**src/hdl/ccfi_params.svh**
```systemverilog
// Register map, field positions and reset values of the side channel fault block.
`ifndef CCFI_PARAMS_SVH
`define CCFI_PARAMS_SVH
`define CCFI_ADDR_W        12
`define CCFI_IDX_STATUS    8'h6C
`define CCFI_IDX_CONFIG    8'h6E
`define CCFI_IDX_TEST      8'h6F
`define CCFI_IDX_TGT1      8'h70
`define CCFI_IDX_TGT2      8'h71
`define CCFI_IDX_TGT3      8'h72
`define CCFI_CFG_RESET     8'h20
`define CCFI_CFG_WMASK     8'h3F
`define CCFI_CFG_ENH_BIT   0
`define CCFI_CFG_TERM_BIT  4
`define CCFI_TEST_WMASK    8'h3F
`define CCFI_TEST_TRIG_BIT 6
`define CCFI_TYPE_MSB      5
`define CCFI_TYPE_LSB      3
`define CCFI_SEL_MSB       2
`define CCFI_SEL_LSB       0
`define CCFI_TGT_WMASK     8'hFE
`define CCFI_ZERO_BYTE     8'h00
`define CCFI_ZERO_WORD     32'h0000_0000
`define CCFI_RW_BIT        0
`define CCFI_STAT_ARMED    0
`define CCFI_LFSR_SEED     3'h1
`define CCFI_SEQ_STEP      4'h1
`define CCFI_SEQ_SKIP      4'h2
`define CCFI_POS_STEP      3'h1
`endif

```
**src/hdl/ccfi_pkg.sv**
```systemverilog
// Types shared by the side channel fault block and its helpers.
`default_nettype none
package ccfi_pkg;
   // Fault kinds selected by the type field.
   typedef enum logic [2:0] {
      CCFI_FT_NONE = 3'b000,
      CCFI_FT_CRC  = 3'b001,
      CCFI_FT_SKIP = 3'b010,
      CCFI_FT_DROP = 3'b011,
      CCFI_FT_RAND = 3'b100,
      CCFI_FT_BIT0 = 3'b101,
      CCFI_FT_RSV6 = 3'b110,
      CCFI_FT_RSV7 = 3'b111
   } ccfi_fault_t;
   // Injection sequencer states.
   typedef enum logic [1:0] {
      CCFI_ST_IDLE   = 2'b00,
      CCFI_ST_ARMED  = 2'b01,
      CCFI_ST_ACTIVE = 2'b10
   } ccfi_state_t;
   // Decoded register selection.
   typedef enum logic [2:0] {
      CCFI_R_NONE   = 3'b000,
      CCFI_R_STATUS = 3'b001,
      CCFI_R_CONFIG = 3'b010,
      CCFI_R_TEST   = 3'b011,
      CCFI_R_TGT1   = 3'b100,
      CCFI_R_TGT2   = 3'b101,
      CCFI_R_TGT3   = 3'b110
   } ccfi_reg_t;
   // Control byte as handed over by the channel framer.
   typedef struct packed {
      logic       sof;
      logic       start_cmd;
      logic [7:0] data;
      logic [7:0] crc;
   } ccfi_payload_t;
   // Control frame as sent on the forward channel.
   typedef struct packed {
      logic [3:0]    seq;
      ccfi_payload_t pay;
   } ccfi_frame_t;
endpackage
`default_nettype wire

```
**src/hdl/ccfi_lfsr.sv**
```systemverilog
// Three bit pseudo random source, advanced only while step_i is high, giving a data bit index 1 to 7.
`default_nettype none
`include "ccfi_params.svh"
module ccfi_lfsr (
   input  wire logic       clk_i,
   input  wire logic       rst_i,
   input  wire logic       step_i,
   output logic [2:0]      idx_o
);
   logic [2:0] state;       // Shift register, never zero.
   logic [2:0] next_state;  // Value after the next step.

   // A maximal length polynomial never reaches zero, so bit 0 is never picked.
   always_comb begin
      next_state = state;
      if (step_i) begin
         // Taps on bits 2 and 0 run through all seven nonzero states.
         next_state = {state[1:0], state[2] ^ state[0]};
      end
   end

   // Register the sequence.
   always_ff @(posedge clk_i) begin
      if (rst_i) begin
         state <= `CCFI_LFSR_SEED;
      end else begin
         state <= next_state;
      end
   end

   assign idx_o = state;
endmodule
`default_nettype wire

```
**src/hdl/ccfi_frame_fault.sv**
```systemverilog
// Combinational corruption of one control frame according to a fault kind.
`default_nettype none
`include "ccfi_params.svh"
module ccfi_frame_fault (
   input  wire ccfi_pkg::ccfi_payload_t pay_i,
   input  wire logic                    apply_i,
   input  wire ccfi_pkg::ccfi_fault_t   kind_i,
   input  wire logic [2:0]              rand_idx_i,
   output ccfi_pkg::ccfi_payload_t      pay_o,
   output logic                         drop_o,
   output logic                         skip_o
);
   import ccfi_pkg::*;

   // Only the selected frame is touched; all others pass unchanged.
   always_comb begin
      pay_o  = pay_i;
      drop_o = 1'b0;
      skip_o = 1'b0;
      if (apply_i) begin
         case (kind_i)
            CCFI_FT_CRC:  pay_o.crc = ~pay_i.crc;
            CCFI_FT_SKIP: skip_o = 1'b1;
            CCFI_FT_DROP: drop_o = 1'b1;
            CCFI_FT_RAND: pay_o.data[rand_idx_i] = ~pay_i.data[rand_idx_i];
            CCFI_FT_BIT0: pay_o.data[`CCFI_RW_BIT] = ~pay_i.data[`CCFI_RW_BIT];
            default: begin
               // No fault, and reserved codes behave as no fault.
               pay_o = pay_i;
            end
         endcase
      end
   end
endmodule
`default_nettype wire

```
**src/hdl/ccfi_top.sv**
```systemverilog
// Side channel control: error check enable, fault injection and remote target remap.
// How it works
// - Enhanced check enable gates error termination.
// - Trigger write corrupts one forward frame.
// - Trigger self clears and always reads zero.
// - Type 000 none, 001 CRC, 010 skip.
// - Type 011 drops the selected frame.
// - 100 flips random bit 1-7, 101 bit 0.
// - Byte select picks byte 0-7 of transfer.
// - Target entries hold 7-bit address, bit 0 zero.
// - Alias match n substitutes target entry n.
// - Three targets at 0x70-0x72, reset zero.
// - Abort on CRC ignored without enhanced check.
//
// Our own choice: the APB register port.
`default_nettype none
`include "ccfi_params.svh"
module ccfi_top (
   input  wire logic                    SYS_CLK_I,
   input  wire logic                    RESET_I,
   // APB slave.
   input  wire logic                    PSEL_I,
   input  wire logic                    PENABLE_I,
   input  wire logic                    PWRITE_I,
   input  wire logic [`CCFI_ADDR_W-1:0] PADDR_I,
   input  wire logic [31:0]             PWDATA_I,
   input  wire logic [3:0]              PSTRB_I,
   output logic                         PREADY_O,
   output logic [31:0]                  PRDATA_O,
   output logic                         PSLVERR_O,
   // Forward control bytes from the framer and frames to the link.
   input  wire logic                    FRAME_VALID_I,
   input  wire ccfi_pkg::ccfi_payload_t FRAME_I,
   output logic                         FRAME_VALID_O,
   output ccfi_pkg::ccfi_frame_t        FRAME_O,
   // Address phase of a local I2C transaction.
   input  wire logic                    ADDR_VALID_I,
   input  wire logic [1:0]              ALIAS_IDX_I,
   input  wire logic                    ADDR_RW_I,
   output logic                         REMAP_VALID_O,
   output logic [7:0]                   REMAP_ADDR_O,
   // Error conditions seen by the channel checker.
   input  wire logic                    CHK_ERROR_I,
   input  wire logic                    CRC_ERROR_I,
   output logic                         ABORT_O
);
   import ccfi_pkg::*;

   localparam int NUM_TGT = 3;  // Number of remote target entries.

   // Maps a byte address to a register; misaligned or unknown gives none.
   function automatic ccfi_reg_t decode(input logic [`CCFI_ADDR_W-1:0] a);
      ccfi_reg_t r;
      r = CCFI_R_NONE;
      if (a[1:0] == 2'b00) begin
         case (a[`CCFI_ADDR_W-1:2])
            10'(`CCFI_IDX_STATUS): r = CCFI_R_STATUS;
            10'(`CCFI_IDX_CONFIG): r = CCFI_R_CONFIG;
            10'(`CCFI_IDX_TEST):   r = CCFI_R_TEST;
            10'(`CCFI_IDX_TGT1):   r = CCFI_R_TGT1;
            10'(`CCFI_IDX_TGT2):   r = CCFI_R_TGT2;
            10'(`CCFI_IDX_TGT3):   r = CCFI_R_TGT3;
            default:               r = CCFI_R_NONE;
         endcase
      end
      return r;
   endfunction

   // ---------------- Register file and APB slave ----------------
   logic [7:0]  cfg;                // Configuration byte.
   logic [7:0]  test;               // Fault type and byte select.
   logic [7:0]  tgt [NUM_TGT];      // Remote target entries.
   logic [7:0]  next_cfg;           // Next configuration.
   logic [7:0]  next_test;          // Next test fields.
   logic [7:0]  next_tgt [NUM_TGT]; // Next target entries.
   logic        next_pready;        // Next ready.
   logic [31:0] next_prdata;        // Next read data.
   logic        next_pslverr;       // Next error answer.
   logic        trig;               // One-cycle trigger pulse.
   logic        access;             // Completing access phase.
   logic        wr_lane0;           // Write touches the low byte.
   ccfi_reg_t   sel;                // Decoded target register.
   ccfi_state_t state;              // Injection sequencer state.
   logic [3:0]  seq;                // Forward sequence counter.
   logic [7:0]  rd_byte;            // Byte chosen for a read.

   // Ready follows one wait cycle so read data comes from a flip-flop.
   always_comb begin
      sel          = decode(PADDR_I);
      access       = PSEL_I & PENABLE_I & PREADY_O;
      wr_lane0     = access & PWRITE_I & PSTRB_I[0];
      next_pready  = PSEL_I & PENABLE_I & ~PREADY_O;
      next_pslverr = next_pready & (sel == CCFI_R_NONE);
      next_cfg     = cfg;
      next_test    = test;
      trig         = 1'b0;
      rd_byte      = `CCFI_ZERO_BYTE;
      for (int i = 0; i < NUM_TGT; i++) begin
         next_tgt[i] = tgt[i];
      end
      case (sel)
         CCFI_R_STATUS: begin
            // Sequence counter and the armed flag show the block's state.
            rd_byte = {seq, 3'b000, state != CCFI_ST_IDLE};
         end
         CCFI_R_CONFIG: begin
            rd_byte = cfg;
            if (wr_lane0) begin
               next_cfg = PWDATA_I[7:0] & `CCFI_CFG_WMASK;
            end
         end
         CCFI_R_TEST: begin
            rd_byte = test;
            if (wr_lane0) begin
               next_test = PWDATA_I[7:0] & `CCFI_TEST_WMASK;
               trig      = PWDATA_I[`CCFI_TEST_TRIG_BIT];
            end
         end
         CCFI_R_TGT1, CCFI_R_TGT2, CCFI_R_TGT3: begin
            rd_byte = tgt[int'(sel) - int'(CCFI_R_TGT1)];
            if (wr_lane0) begin
               // Bit 0 is not stored, so it always reads zero.
               next_tgt[int'(sel) - int'(CCFI_R_TGT1)] = PWDATA_I[7:0] & `CCFI_TGT_WMASK;
            end
         end
         default: begin
            rd_byte = `CCFI_ZERO_BYTE;
         end
      endcase
      next_prdata = next_pready ? {24'h00_0000, rd_byte} : `CCFI_ZERO_WORD;
   end

   // Registers of the bus slave and the software visible state.
   always_ff @(posedge SYS_CLK_I) begin
      if (RESET_I) begin
         PREADY_O  <= 1'b0;
         PRDATA_O  <= `CCFI_ZERO_WORD;
         PSLVERR_O <= 1'b0;
         cfg       <= `CCFI_CFG_RESET;
         test      <= `CCFI_ZERO_BYTE;
         for (int i = 0; i < NUM_TGT; i++) begin
            tgt[i] <= `CCFI_ZERO_BYTE;
         end
      end else begin
         PREADY_O  <= next_pready;
         PRDATA_O  <= next_prdata;
         PSLVERR_O <= next_pslverr;
         cfg       <= next_cfg;
         test      <= next_test;
         for (int i = 0; i < NUM_TGT; i++) begin
            tgt[i] <= next_tgt[i];
         end
      end
   end

   // ---------------- Fault injection sequencer ----------------
   ccfi_state_t   next_state;   // Next sequencer state.
   ccfi_fault_t   kind;         // Kind captured at the trigger.
   ccfi_fault_t   next_kind;    // Next captured kind.
   logic [2:0]    tsel;         // Byte position captured at the trigger.
   logic [2:0]    next_tsel;    // Next captured position.
   logic [2:0]    pos;          // Position of the next byte in the transfer.
   logic [2:0]    next_pos;     // Next position.
   logic [2:0]    here;         // Position of the byte now offered.
   logic          apply;        // Corrupt the byte now offered.
   logic [2:0]    rand_idx;     // Random data bit index.
   ccfi_payload_t pay_f;        // Byte after corruption.
   logic          drop;         // Frame is suppressed.
   logic          skip;         // Sequence number is skipped.

   // Capturing the fields at the trigger keeps a later rewrite from moving
   // an injection that is already pending.
   always_comb begin
      next_state = state;
      next_kind  = kind;
      next_tsel  = tsel;
      next_pos   = pos;
      apply      = 1'b0;
      here       = FRAME_I.sof ? 3'b000 : pos;
      if (FRAME_VALID_I) begin
         next_pos = here + `CCFI_POS_STEP;
      end
      case (state)
         CCFI_ST_ARMED: begin
            // Wait for the first byte of the next transfer.
            if (FRAME_VALID_I & FRAME_I.sof) begin
               apply      = (tsel == 3'b000);
               next_state = apply ? CCFI_ST_IDLE : CCFI_ST_ACTIVE;
            end
         end
         CCFI_ST_ACTIVE: begin
            // A short transfer keeps the injection pending for the next one.
            if (FRAME_VALID_I & (here == tsel)) begin
               apply      = 1'b1;
               next_state = CCFI_ST_IDLE;
            end
         end
         CCFI_ST_IDLE: begin
            next_state = CCFI_ST_IDLE;
         end
         default: begin
            next_state = CCFI_ST_IDLE;
         end
      endcase
      // A trigger written at any time re-arms with the newly written fields.
      if (trig) begin
         next_state = CCFI_ST_ARMED;
         next_kind  = ccfi_fault_t'(PWDATA_I[`CCFI_TYPE_MSB:`CCFI_TYPE_LSB]);
         next_tsel  = PWDATA_I[`CCFI_SEL_MSB:`CCFI_SEL_LSB];
      end
   end

   // Sequencer registers.
   always_ff @(posedge SYS_CLK_I) begin
      if (RESET_I) begin
         state <= CCFI_ST_IDLE;
         kind  <= CCFI_FT_NONE;
         tsel  <= 3'b000;
         pos   <= 3'b000;
      end else begin
         state <= next_state;
         kind  <= next_kind;
         tsel  <= next_tsel;
         pos   <= next_pos;
      end
   end

   // Random index advances on every byte so repeated faults hit varied bits.
   ccfi_lfsr u_lfsr (
      .clk_i  (SYS_CLK_I),
      .rst_i  (RESET_I),
      .step_i (FRAME_VALID_I),
      .idx_o  (rand_idx)
   );

   // Corruption of the selected byte.
   ccfi_frame_fault u_fault (
      .pay_i      (FRAME_I),
      .apply_i    (apply),
      .kind_i     (kind),
      .rand_idx_i (rand_idx),
      .pay_o      (pay_f),
      .drop_o     (drop),
      .skip_o     (skip)
   );

   // ---------------- Forward frame output ----------------
   logic        next_fvalid;  // Next output valid.
   ccfi_frame_t next_frame;   // Next output frame.
   logic [3:0]  next_seq;     // Next sequence counter.

   // A dropped frame still uses its sequence number, so the far end sees a gap.
   always_comb begin
      next_fvalid    = FRAME_VALID_I & ~drop;
      next_frame     = FRAME_O;
      next_seq       = seq;
      if (FRAME_VALID_I) begin
         next_frame.pay = pay_f;
         next_frame.seq = skip ? seq + `CCFI_SEQ_STEP : seq;
         next_seq       = seq + (skip ? `CCFI_SEQ_SKIP : `CCFI_SEQ_STEP);
      end
   end

   // Output frame registers.
   always_ff @(posedge SYS_CLK_I) begin
      if (RESET_I) begin
         FRAME_VALID_O <= 1'b0;
         FRAME_O       <= '0;
         seq           <= 4'h0;
      end else begin
         FRAME_VALID_O <= next_fvalid;
         FRAME_O       <= next_frame;
         seq           <= next_seq;
      end
   end

   // ---------------- Address remap and error termination ----------------
   logic       next_rvalid;  // Next remap strobe.
   logic [7:0] next_raddr;   // Next remapped address byte.
   logic       next_abort;   // Next abort strobe.

   // Alias zero means no match; the address is then left to other logic.
   always_comb begin
      next_rvalid = ADDR_VALID_I & (ALIAS_IDX_I != 2'b00);
      next_raddr  = REMAP_ADDR_O;
      if (next_rvalid) begin
         next_raddr = {tgt[ALIAS_IDX_I - 2'b01][7:1], ADDR_RW_I};
      end
      // CRC termination only counts while enhanced checking is on.
      next_abort = cfg[`CCFI_CFG_ENH_BIT] &
                   (CHK_ERROR_I | (cfg[`CCFI_CFG_TERM_BIT] & CRC_ERROR_I));
   end

   // Remap and abort registers.
   always_ff @(posedge SYS_CLK_I) begin
      if (RESET_I) begin
         REMAP_VALID_O <= 1'b0;
         REMAP_ADDR_O  <= `CCFI_ZERO_BYTE;
         ABORT_O       <= 1'b0;
      end else begin
         REMAP_VALID_O <= next_rvalid;
         REMAP_ADDR_O  <= next_raddr;
         ABORT_O       <= next_abort;
      end
   end
endmodule
`default_nettype wire

```
**config.mk**
```make
export PLATFORM = sky130hd
export DESIGN_NAME = ccfi_top
export DESIGN_NICKNAME = d
export VERILOG_FILES = /design/src/hdl/ccfi_pkg.sv /design/src/hdl/ccfi_lfsr.sv /design/src/hdl/ccfi_frame_fault.sv /design/src/hdl/ccfi_top.sv
export VERILOG_INCLUDE_DIRS = /design/src /design/src/hdl
export SDC_FILE = /design/constraint.sdc
export NUM_CORES = 1
export LEC_CHECK = 0
export ABC_CLOCK_PERIOD_IN_PS = 3300
export BUFFER_PORTS_ARGS = -buffer_cell sky130_fd_sc_hd__buf_2
export CELL_PAD_IN_SITES_DETAIL_PLACEMENT = 1
export CELL_PAD_IN_SITES_GLOBAL_PLACEMENT = 2
export CORE_ASPECT_RATIO = 1.1
export CORE_MARGIN = 8
export CORE_UTILIZATION = 30
export DETAILED_ROUTE_END_ITERATION = 6
export MAX_ROUTING_LAYER = met4
export PLACE_DENSITY_LB_ADDON = 0.1
export REMOVE_ABC_BUFFERS = 1
export SYNTH_ARGS = -nofsm -noshare
export SYNTH_HDL_FRONTEND = slang
export SYNTH_SLANG_ARGS = --single-unit
export TNS_END_PERCENT = 100
```
**constraint.sdc**
```tcl
create_clock -name SYS_CLK_I -period 3.3 [get_ports SYS_CLK_I]
set_input_delay 0 -clock SYS_CLK_I [delete_from_list [all_inputs] [get_ports SYS_CLK_I]]
set_output_delay 0 -clock SYS_CLK_I [all_outputs]
set_load 0.05 [all_outputs]
```
# Word-level counts from Yosys, hierarchy flattened
# Memory sizes are Yosys's and may differ from the RTL's. A register that Yosys moved wholly into a read port is not among the register bits.
# Index checks and enable logic that the tools add are counted.
# classes
n_mux	40
addsub	5
magnitude_cmp	4
n_eq_ne	24
reduce_logical	14
bitwise	24
# op_table
op	count
equality test 10 x 7 -> 1 bit, second input constant	6
two-way mux 24 bit	2
two-way mux 8 bit	5
greater-or-equal comparator 32 x 3 -> 1 bit, second input constant	1
< comparator 32 x 1 -> 1 bit, second input constant	1
NOT 32 bit	1
one-hot mux 8 bit (4 select lines)	1
bitwise mux 24 bit	1
one-hot mux 3 bit (6 select lines)	1
demux 8 bit (select 2 bit)	1
two-way mux 16 bit	1
equality test 3 bit, second input constant	5
two-way mux 1 bit	14
bitwise AND 1 bit	12
equality test 3 x 2 -> 1 bit, second input constant	4
bitwise mux 8 bit	1
two-way mux 2 bit	4
NOT 8 bit	1
AND reduction 2 bit	4
two-way mux 7 bit	1
equality test 3 x 1 -> 1 bit, second input constant	2
logical NOT 3 bit	2
two-way mux 3 bit	2
!= test 3 bit, second input constant	2
other kinds (24)	36
# word_totals
out_inout_bits	67
memories	1
mem_bits_rw	24
in_bits	78
ff_bits	97
# memory_table
name	depth	width	rd	rd_clocked_by_memory_dff	write_ports	line_no	source
tgt	3	8	5	1	3	ccfi_top.sv:72	logic [7:0] tgt [NUM_TGT];

# Longest topological paths before layout
# Gate-level depths: netlist (run 1).
# depth
word_depth	13
depth_mapped	12
depth_no_buf	10

# Modules after synthesis
# A second synthesis (run 1) with hierarchy kept.
# unflattened
cells_unflattened	501
area_unflattened_um2	4665.7
# by_module_without_submodules
mod	n_inst	cells_each	area_per_inst_um2	seq_area_each_um2
ccfi_top	1	456	4269.1	1821.7
ccfi_frame_fault	1	35	290.3	0.0
ccfi_lfsr	1	10	106.4	60.1

# Worst setup path before layout (run 1)
# Ideal clock, no wire load.
# synth_path
path_type	register -> register
from	register tsel[1]
to	register seq[2]
n_path_buf	1
t_arrival_ns	2.475
setup_ns	0.070
path_stages_with_launch	12
path_slack_ns	0.755
synth_period_minus_slack_ns	2.545
path_cell_list	dfxtp_1 xnor2_1 a32o_1 o211ai_2 nand2_1 buf_2 nand3_1 ha_1 inv_1 fa_1 or3_1 a21oi_1
# synth_via
elab_chain_len	7
elab_cells_between_ends	9
# synth_lines
item	line_no	source
start, declared	ccfi_top.sv:160	logic [2:0] tsel;
start signal, assigned	ccfi_top.sv:223	tsel <= next_tsel;
equality test 3 bit	ccfi_top.sv:193	if (FRAME_VALID_I & (here == tsel)) begin
bitwise AND 1 bit	ccfi_top.sv:193	
two-way mux 1 bit	ccfi_top.sv:193	
one-hot mux 1 bit (2 select lines) *	ccfi_top.sv:183	case (state)
two-way mux 1 bit *	ccfi_frame_fault.sv:20	if (apply_i) begin
two-way mux 2 bit (no source line) *	--	
adder 4 x 2 -> 4 bit *	ccfi_top.sv:260	next_seq = seq + (skip ? `CCFI_SEQ_SKIP : `CCFI_SEQ_STEP);
end signal, assigned	ccfi_top.sv:273	seq <= next_seq;
end, declared	ccfi_top.sv:84	logic [3:0] seq;
# Every way passes the cells marked *; elsewhere a longest branch is shown, timed or not.
# A chain may end at the register's enable or synchronous reset.

# Worst setup path in the final report (run 1)
# Ends and elaborated chain as after synthesis.

==> flow_summary_export.csv, run 1 <==
group,metric,value,unit
run_status,status,"finished clean",
power,comb_power_share,0.145,
timing,tns,0,ns
synthesis,ys_types,68,
die,die_area,0.0207,mm²
die,num_io_pins,145,
power,p_sw,0.773,mW
timing,worst_pin_slew,0.965,ns
drt,vias,4385,
worst_setup_path,cp_max_fo,5,
worst_setup_path,r2r_slack,0.65,ns
die,start_util,0.302,
worst_setup_path,critPathCaptureType,"flop",
drt,wl,15100,µm
power,ir_worst_vdd,0.217,mV
synthesis,synth.avg_cell_area,8.60,µm²
timing,slew_headroom,0.357,
run,cap_viol_max_count,0,
grt,grt_pass1_vias,4638,
timing,setup_violations,0,
timing,fin_crit_sh,0.803,
timing,max_freq,377,MHz
grt,overflow,0,
synthesis,yosysWarnings,0,
clock_tree,path_clk_slew,0.07,ns
worst_setup_path,startpoint_type,"flop",
grt,grt_pass1_wl,23900,µm
drt,drc,0,
drt,initialDrtViolationCount,262,
synthesis,synth_top_cell_area_share,0.385,
worst_setup_path,critPathSlowestCell,"dfxtp_1",
clock_tree,cts_max_level,3,
grt,grt_max_degree,86,
layout,fin_nets,756,
worst_hold_path,min_path_cells,2,
placed_design,dpl.hpwl,10800,µm
layout,syn_to_final_growth,22.5,%
worst_setup_path,critPathArrivalTime,2.92,ns
power,seqPwrFrac,0.435,
synthesis,synth_area,0.00489,mm²
power,switching_share,0.283,
worst_setup_path,r2r_cells,10,
worst_setup_path,r2r_end,"seq[2]",
synthesis,synth-async-reset-ratio,0,
layout,layout-drive-gt1-share,0.196,
worst_hold_path,hold_end,"cfg[5]",
worst_setup_path,path_cells,"xnor2_1 -> a32o_1 -> o211ai_2 -> nand2_1 -> nand3_1 -> ha_1 -> inv_1 -> fa_1 -> or3_1 -> a21oi_1",
power,p_leak,2.58,nW
layout,diodes,0,
drt,wl_per_cell,17.2,µm
drt,antenna_left,0,
power,power-per-cell-area,456,mW/mm²
synthesis,synth_area_leaders,"dfxtp_1, mux2i_1, nor2_1",
worst_hold_path,min_path_type,"in2reg",
worst_setup_path,criticalPathCategory,"reg2reg",
die,rows,49,
grt,grt_use_total,0.154,
timing,fin_ws,0.650,ns
clock_tree,clockRootBuffer,"clkbuf_16",
synthesis,yosysTopAreaCell,"dfxtp_1",
clock_tree,cts_setup_buffers,0,
timing,fin_skew,0.00566,ns
synthesis,yosysSeqAreaShare,0.385,
synthesis,ys_seq_elements,94,
placed_design,post-place-ws,0.623,ns
clock_tree,postCtsResizedCells,0,
clock_tree,clock_path_buffers,2,
drt,first_pass_iters,4,
synthesis,ys.flop_type,"dfxtp_1",
clock_tree,ctsHoldBuffers,27,
timing,finalHoldViolCount,0,
drt,viasPerCell,4.99,
timing,slew_viol_final,0,
die,core_area,0.0162,mm²
die,chipHeight,150,µm
grt,antenna_found_initial,0,
timing,post-route-min-period,2.65,ns
worst_setup_path,slowest_delay,0.42,ns
clock_tree,cts_tree,"yes",
synthesis,synth_edf_count,0,
clock_tree,cts_buffers,9,
placed_design,gp_congestion,0.765,
clock_tree,clk-insertion-delay-late,0.35,ns
placed_design,io_buffers,93,
die,die-width,138,µm
worst_setup_path,crit_required,3.57,ns
worst_setup_path,r2r-start,"tsel[1]",
power,clkPwrFrac,0.421,
worst_hold_path,worstHoldStart,"PWDATA_I[5]",
timing,rsz0062_at_grt,"false",
synthesis,netlist_instances,569,
clock_tree,clock_sinks,94,
power,p_int,1.96,mW
==> worst max-delay path: cells and delay by family (launching register included) <==
kind	cells	cell delay, ns
compound gates	3	0.83
xor+xnor	1	0.09
fa+ha+maj	2	0.56
buf+inv	1	0.06
flops	1	0.42
simple gates	3	0.62
==> area by class of cell <==
| type | count | area [µm²] |
|---|---|---|
| fill | 1971 | 10200 |
| multi-input combinational | 423 | 2700 |
| sequential | 94 | 1880 |
| timing repair buffer | 126 | 781 |
| tap | 204 | 255 |
| clock buffer | 10 | 239 |
| clock inverter | 6 | 85.1 |
| inverter | 15 | 56.3 |
==> cells in the mapped netlist (2+ instances only) <==
cell and count:
nor3b_1 5, a2bb2oi_1 8, a211oi_1 23, nor3_2 2, nand4_2 2, ha_1 8, nor4_1 5, nand3_1 12
nor3_1 3, and2_1 4, buf_1 4, inv_1 15, mux2i_1 46, o221ai_1 6, nor2_1 101, and3_1 3
nor4b_1 3, a21oi_1 28, a31oi_1 2, nand4b_1 2, xnor2_1 11, a311oi_1 6, or3_1 3, a22oi_1 3
mux2_2 2, clkbuf_1 23, buf_2 6, a41oi_1 2, nor2b_1 6, nand2b_1 4, o21bai_1 3, buf_4 24
nand4_1 3, nand3b_1 3, dfxtp_1 94, nand2_1 33, buf_6 3, o21a_1 2, o21ai_0 27
==> how the worst max path moves through the flow <==
stage	from	endpoint	slack (ns)	cells past startpoint
6_report	tsel[1]	seq[2]	0.65	10
5_1_grt	pos[0]	seq[2]	0.49	10
4_1_cts	tsel[1]	seq[2]	0.61	10
3_3_place_gp	tsel[1]	seq[2]	0.72	10
2_1_floorplan	tsel[1]	seq[2]	0.72	10
3_5_place_dp	tsel[1]	seq[2]	0.62	10
==> routing by layer <==
layer	vias up	share of wire	GRT usage	routed length [µm]
met3	22	0.039	0.0201	583
met5	-	0	-	0
met1	2100	0.44	0.175	6690
li1	2176	-	-	-
met2	87	0.49	0.263	7460
met4	0	0.023	0.0683	351
==> per-stage QoR <==
step	cell area [µm²]	std cells	hold slack (ns)	utilization	power, mW
final	5990	878	0.0188	0.370	2.73
after global routing	5990	878	0.0198	0.370	2.86
after CTS	5990	878	0.00286	0.370	2.78
after detailed placement	5400	835	0.260	0.334	1.59
after global placement	5400	835	0.236	0.334	1.58
after floorplan	4630	532	0.0691	-	1.45
==> state kept, by name (all words and copies together) (netlist names) <==
register,flops
u_lfsr.idx_o,3
PREADY_O,1
FRAME_VALID_O,1
test,6
tsel,3
ABORT_O,1
seq,4
state,2
REMAP_ADDR_O,8
PRDATA_O,8
cfg,6
pos,3
tgt,21
REMAP_VALID_O,1
kind,3
FRAME_O,22
PSLVERR_O,1
==> cell families after synthesis <==
logic type | synth area share
buffers and inverters | 0.0821
muxes | 0.0987
adders and majority gates | 0.0246
AOI/OAI and AO/OA | 0.190
and+or+nand+nor | 0.200
xor gates and xnor gates | 0.0197
other | 0.000767
DFF | 0.385
==> power groups by stage <==
stage,sequential [mW],clock (mW),combinational [mW]
CTS,1.19,1.19,0.399
finish,1.19,1.15,0.396
global route,1.19,1.24,0.429
global placement,1.21,0,0.370
detailed placement,1.22,0,0.375
floorplan,1.30,0,0.157
==> cells in the final DEF, fill, tap and decap left out, types with 4 or more instances in the layout <==
cell type / count
inv_1: 15
clkbuf_16: 9
nor3b_1: 5
dfxtp_1: 94
nor2b_1: 6
nand3_1: 12
and2_1: 4
a21oi_1: 28
a311oi_1: 6
buf_2: 93
a211oi_1: 23
mux2i_1: 46
nor4_1: 5
nor2_1: 101
nand2b_1: 4
nand2_1: 33
a2bb2oi_1: 8
o21ai_0: 27
xnor2_1: 11
ha_1: 8
o221ai_1: 6
dlygate4sd3_1: 27
buf_4: 6
conb_1: 24
Power figures use the tool's default switching activity.
==> run 2: changes to the inputs <==
--- a/config.mk
+++ b/config.mk
@@ -6,7 +6,7 @@
 export SDC_FILE = /design/constraint.sdc
 export NUM_CORES = 1
 export LEC_CHECK = 0
-export ABC_CLOCK_PERIOD_IN_PS = 3300
+export ABC_CLOCK_PERIOD_IN_PS = 2500
 export BUFFER_PORTS_ARGS = -buffer_cell sky130_fd_sc_hd__buf_2
 export CELL_PAD_IN_SITES_DETAIL_PLACEMENT = 1
 export CELL_PAD_IN_SITES_GLOBAL_PLACEMENT = 2
==> constraint.sdc (replaced) <==
create_clock -name SYS_CLK_I -period 2.5 [get_ports SYS_CLK_I]
set_input_delay 0 -clock SYS_CLK_I [delete_from_list [all_inputs] [get_ports SYS_CLK_I]]
set_output_delay 0 -clock SYS_CLK_I [all_outputs]
set_load 0.05 [all_outputs]
==> run 2 against run 1 <==
Cell count up 1.6%. Via count decreased by 0.14%. Combinational power up 36%. Non-clock buffer count increased by 14. Count of clock-buffer cells in the layout is 1 lower. Wire length grew 2.1%. Cell area grew 2.0%. Critical path type unchanged. Critical endpoint unchanged. Largest power group unchanged.
==> flow_summary_export.csv, run 2 (synthesized netlist as in run 1, its figures left out) <==
group,metric,value,unit
run_status,status,"finished clean",
timing,fin_crit_sh,0.932,
power,ir_worst_vdd,0.339,mV
layout,design_area,0.00611,mm²
power,clkPwrFrac,0.419,
worst_setup_path,r2r_end,"seq[2]",
grt,grt_pass1_wl,24400,µm
worst_setup_path,criticalPathCategory,"reg2reg",
layout,regMostFlops,"FRAME_O",
timing,fin_skew,0.00568,ns
power,switching_share,0.288,
timing,slew_viol_final,0,
placed_design,placed_area,0.00550,mm²
clock_tree,clock_path_buffers,2,
drt,antenna_left,0,
grt,overflow,0,
layout,nFillCells,1982,
drt,wl,15400,µm
power,seqPwrFrac,0.432,
timing,post-route-min-period,2.33,ns
layout,layout-drive-gt1-share,0.218,
layout,final_cell_mix,"nor2_1, buf_2, dfxtp_1, mux2i_1, nand2_1",
layout,diodes,0,
power,p_leak,2.66,nW
drt,drc,0,
drt,first_pass_iters,4,
worst_setup_path,critPathArrivalTime,2.61,ns
timing,rsz0062_at_grt,"false",
clock_tree,cts_setup_buffers,0,
layout,syn_to_final_growth,24.9,%
die,core_area,0.0162,mm²
grt,grt_max_degree,54,
layout,largest_register_ffs,22,
grt,grt_pass1_vias,4637,
layout,fin_nets,770,
worst_setup_path,crit_required,2.78,ns
die,die_area,0.0207,mm²
timing,worst_pin_slew,1.05,ns
clock_tree,cts_max_level,3,
grt,antenna_found_initial,0,
worst_setup_path,r2r_cells,10,
worst_setup_path,critPathCaptureType,"flop",
timing,slew_headroom,0.299,
worst_setup_path,crit_start,"pos[0]",
power,power-per-cell-area,592,mW/mm²
worst_setup_path,r2r-start,"pos[0]",
clock_tree,cts_buffers,9,
drt,vias,4379,
clock_tree,path_clk_slew,0.07,ns
run,cap_viol_max_count,0,
timing,finalHoldViolCount,0,
worst_hold_path,min_path_cells,3,
timing,max_freq,429,MHz
die,start_util,0.302,
drt,viasPerCell,4.91,
layout,biggestRegsByFlops,"FRAME_O (22), tgt (21)",
worst_setup_path,startpoint_type,"flop",
power,comb_power_share,0.149,
die,rows,49,
timing,fin_ws,0.170,ns
drt,initialDrtViolationCount,177,
layout,final_common_cell,"nor2_1",
clock_tree,clockRootBuffer,"clkbuf_16",
timing,setup_violations,0,
worst_setup_path,cp-endpoint,"seq[2]",
die,chipHeight,150,µm
die,num_io_pins,145,
worst_setup_path,r2r_slack,0.17,ns
drt,wl_per_cell,17.3,µm
layout,finish.utilization,0.378,
placed_design,gp_congestion,0.764,
power,p_sw,1.04,mW
clock_tree,cts_tree,"yes",
placed_design,dpl.hpwl,11200,µm
placed_design,io_buffers,93,
worst_setup_path,cp_max_fo,4,
clock_tree,clock_sinks,94,
placed_design,post-place-ws,0.0541,ns
worst_hold_path,min_path_type,"in2reg",
die,die-width,138,µm
grt,grt_use_total,0.156,
power,p_int,2.58,mW
clock_tree,clk-insertion-delay-late,0.35,ns
==> run 2: routing by layer <==
metal	wire (µm)	vias up	global-route usage
met5	0	-	-
met4	272	0	0.0463
met3	675	15	0.0332
met2	7640	86	0.263
met1	6820	2082	0.181
li1	-	2196	-
==> run 2: timing repair <==
action,4_1_cts,5_1_grt
setup endpoints to repair,0,2
hold buffers,28,0
gates resized for setup,0,5
hold endpoints to repair,33,0
==> run 2: per-stage QoR <==
stage               hold slack (ns)  total power [mW]  std cells  TNS (ns)
global route                 0.0668              3.79        892         0
global placement              0.236              2.10        848         0
finish                       0.0475              3.62        892         0
CTS                          0.0486              3.67        892         0
floorplan                    0.0691              1.92        532   -0.0815
detailed placement            0.248              2.11        848         0
==> run 2: final cells by class <==
| cell class | count | area, µm² | share of cell area |
|---|---|---|---|
| Timing Repair Buffer | 140 | 888 | 0.145 |
| Multi-Input combinational cell | 423 | 2700 | 0.442 |
| Clock buffer | 9 | 225 | 0.0368 |
| Tap cell | 204 | 255 | 0.0418 |
| Sequential cell | 94 | 1880 | 0.308 |
| Clock inverter | 7 | 98.8 | 0.0162 |
| Inverter | 15 | 56.3 | 0.00921 |
==> run 2: worst max-delay path, cell delays in order (launching register included) <==
cell and delay, ns:
dfxtp_1 0.34, nor2b_1 0.17, a32o_2 0.30, o211ai_2 0.18, nand2_2 0.09, nand3_2 0.11, ha_1 0.18, inv_1 0.06
fa_1 0.37, or3_1 0.31, a21oi_1 0.15
==> run 2: worst min-delay path by stage <==
stage / from / to / slack [ns]
6_report: FRAME_VALID_I / FRAME_O[17] / 0.05
5_1_grt: FRAME_VALID_I / FRAME_O[17] / 0.07
3_5_place_dp: ADDR_RW_I / REMAP_ADDR_O[0] / 0.25
3_3_place_gp: ADDR_RW_I / REMAP_ADDR_O[0] / 0.24
2_1_floorplan: RESET_I / FRAME_O[17] / 0.07
4_1_cts: FRAME_VALID_I / FRAME_O[17] / 0.05
==> run 2: power by group through the flow <==
stage	registers (mW)	clock network, mW	logic [mW]
floorplan	1.71	0	0.208
global placement	1.60	0	0.500
detailed placement	1.60	0	0.508
CTS	1.56	1.57	0.543
global route	1.57	1.64	0.582
finish	1.56	1.52	0.538
==> run 3: changes to the inputs <==
--- a/config.mk
+++ b/config.mk
@@ -14,6 +14,7 @@
 export CORE_MARGIN = 8
 export CORE_UTILIZATION = 30
 export DETAILED_ROUTE_END_ITERATION = 6
+export GPL_TIMING_DRIVEN = 0
 export MAX_ROUTING_LAYER = met4
 export PLACE_DENSITY_LB_ADDON = 0.1
 export REMOVE_ABC_BUFFERS = 1
==> run 3 against run 2 <==
Clock skew down 0.00099 ns. Global-route usage down 0.37 points. Utilization down 0.45 points. Highest routed layer unchanged. Cell count down 1.5%. Via count down 0.37%. Clock power down 13%. Fmax down 0.23%. First-iteration DRC count down 2.3%. Total power down 5.2%. Combinational power down 1%. Non-clock buffer count down 13.
==> flow_summary_export.csv, run 3 (synthesized netlist as in run 1, its figures left out) <==
group,metric,value,unit
run,cap_viol_max_count,0,
die,rows,49,
timing,fin_crit_sh,0.934,
placed_design,gp_congestion,0.752,
placed_design,numPlacedInstances,830,
clock_tree,path_clk_slew,0.06,ns
power,p_leak,2.59,nW
die,chipHeight,150,µm
worst_setup_path,slowest_delay,0.38,ns
worst_hold_path,worstHoldStart,"FRAME_I[17]",
layout,nFillCells,1957,
drt,initialDrtViolationCount,173,
layout,layout-drive-gt1-share,0.201,
worst_setup_path,path_cells,"nor2b_1 -> a32o_1 -> o211ai_4 -> nand2_4 -> nand3_4 -> ha_1 -> inv_1 -> fa_1 -> or3_1 -> a21oi_1",
die,num_io_pins,145,
worst_setup_path,startpoint_type,"flop",
die,start_util,0.302,
die,die-width,138,µm
layout,largest_register_ffs,22,
timing,slew_viol_final,0,
timing,slew_headroom,0.239,
worst_setup_path,r2r-start,"pos[0]",
layout,diodes,0,
clock_tree,cts_buffers,9,
power,power-per-cell-area,568,mW/mm²
clock_tree,clockRootBuffer,"clkbuf_16",
worst_setup_path,critPathCaptureType,"flop",
timing,fin_ws,0.165,ns
grt,grt_pass1_wl,23900,µm
layout,syn_to_final_growth,23.5,%
power,ir_worst_vdd,0.288,mV
drt,viasPerCell,4.96,
worst_setup_path,crit_required,2.78,ns
layout,fin_nets,757,
timing,worst_pin_slew,1.14,ns
layout,finish.utilization,0.373,
drt,wl,15000,µm
grt,grt_pass1_vias,4609,
placed_design,dpl.hpwl,10600,µm
die,core_area,0.0162,mm²
timing,finalHoldViolCount,0,
layout,final_cell_mix,"nor2_1, dfxtp_1, buf_2, mux2i_1, nand2_1",
worst_setup_path,critPathArrivalTime,2.61,ns
worst_setup_path,r2r_slack,0.16,ns
layout,regMostFlops,"FRAME_O",
grt,overflow,0,
placed_design,io_buffers,93,
drt,wl_per_cell,17.1,µm
placed_design,post-place-ws,-0.881,ns
grt,grt_use_total,0.152,
layout,biggestRegsByFlops,"FRAME_O (22), tgt (21)",
worst_setup_path,criticalPathCategory,"reg2reg",
drt,vias,4363,
timing,rsz0062_at_grt,"false",
clock_tree,clock_sinks,94,
die,die_area,0.0207,mm²
timing,setup_violations,0,
worst_setup_path,r2r_cells,10,
clock_tree,clock_path_buffers,2,
timing,post-route-min-period,2.34,ns
run_status,status,"finished clean",
drt,antenna_left,0,
timing,max_freq,428,MHz
grt,grt_max_degree,71,
layout,finalNonFillerCells,879,
worst_hold_path,min_path_cells,3,
layout,final_common_cell,"nor2_1",
grt,antenna_found_initial,0,
worst_setup_path,critPathSlowestCell,"fa_1",
clock_tree,cts_max_level,3,
drt,drc,0,
drt,first_pass_iters,4,
clock_tree,clk-insertion-delay-late,0.34,ns
worst_setup_path,cp_max_fo,4,
worst_hold_path,min_path_type,"in2reg",
clock_tree,cts_tree,"yes",
timing,fin_skew,0.00469,ns
worst_setup_path,r2r_end,"seq[2]",
worst_hold_path,hold_end,"FRAME_O[17]",
-- run 3: cell count changes in the layout (fill, tap and decap cells not counted), moves of 2 or more --
cell	before	now
bufinv_16	2	0
clkbuf_8	0	3
dlygate4sd3_1	28	30
clkinv_2	1	4
buf_2	93	91
clkinv_4	3	0
buf_4	19	5
-- run 3: power breakdown --
part | leakage [nW] | internal (mW) | switching [mW] | total [mW]
clock | 0.148 | 0.749 | 0.580 | 1.33
sequential | 0.766 | 1.54 | 0.0317 | 1.57
combinational | 1.68 | 0.158 | 0.372 | 0.530
-- run 3: layout make-up --
cell class,count,area (µm²),area share
sequential,94,1880,0.312
clock buffer,12,267,0.0441
timing repair buffer,127,821,0.136
multi-input combinational,423,2740,0.453
clock inverter,4,20.0,0.00331
inverter,15,56.3,0.00932
tap,204,255,0.0423
-- run 3: through the flow --
stage	power, mW	hold slack [ns]	setup TNS, ns	instance area, µm²
final	3.43	0.0748	0	6040
after global routing	3.61	0.0794	0	6040
after CTS	3.50	0.0525	0	6010
after detailed placement	2.10	0.246	-5.61	5380
after global placement	2.09	0.235	-7.33	5350
after floorplan	1.92	0.0691	-0.0815	4630
-- run 3: layer usage --
layer  up-vias  track usage  share of wire
met5         -            -              0
met4         0       0.0613          0.022
met3        15       0.0252          0.040
met2        86        0.258           0.49
met1      2092        0.175           0.44
li1       2170            -              -
-- run 3: how the worst max path moves through the flow --
stage,startpoint,end,depth (start not counted)
finish,pos[0],seq[2],10
detailed placement,FRAME_VALID_I,seq[1],10
global placement,FRAME_VALID_I,seq[1],10
CTS,pos[0],seq[2],10
global route,pos[0],seq[2],10
floorplan,tsel[1],seq[2],10
-- run 3: what timing repair did --
| action | 4_1_cts | 5_1_grt |
|---|---|---|
| gates resized for setup | 7 | 3 |
| setup endpoints to repair | 5 | 2 |
| hold endpoints to repair | 41 | 0 |
| buffers inserted | 1 | 2 |
| hold buffers | 30 | 0 |
| pin swaps | 1 | 1 |
| cloned | 0 | 0 |
-- run 3: worst max-delay path: cells and delay by family, from the launching register on --
kind | cells | cell delay (ns)
simple gates | 4 | 0.68
flops | 1 | 0.33
fa+ha+maj | 2 | 0.55
compound gates | 3 | 0.65
buf+inv | 1 | 0.05
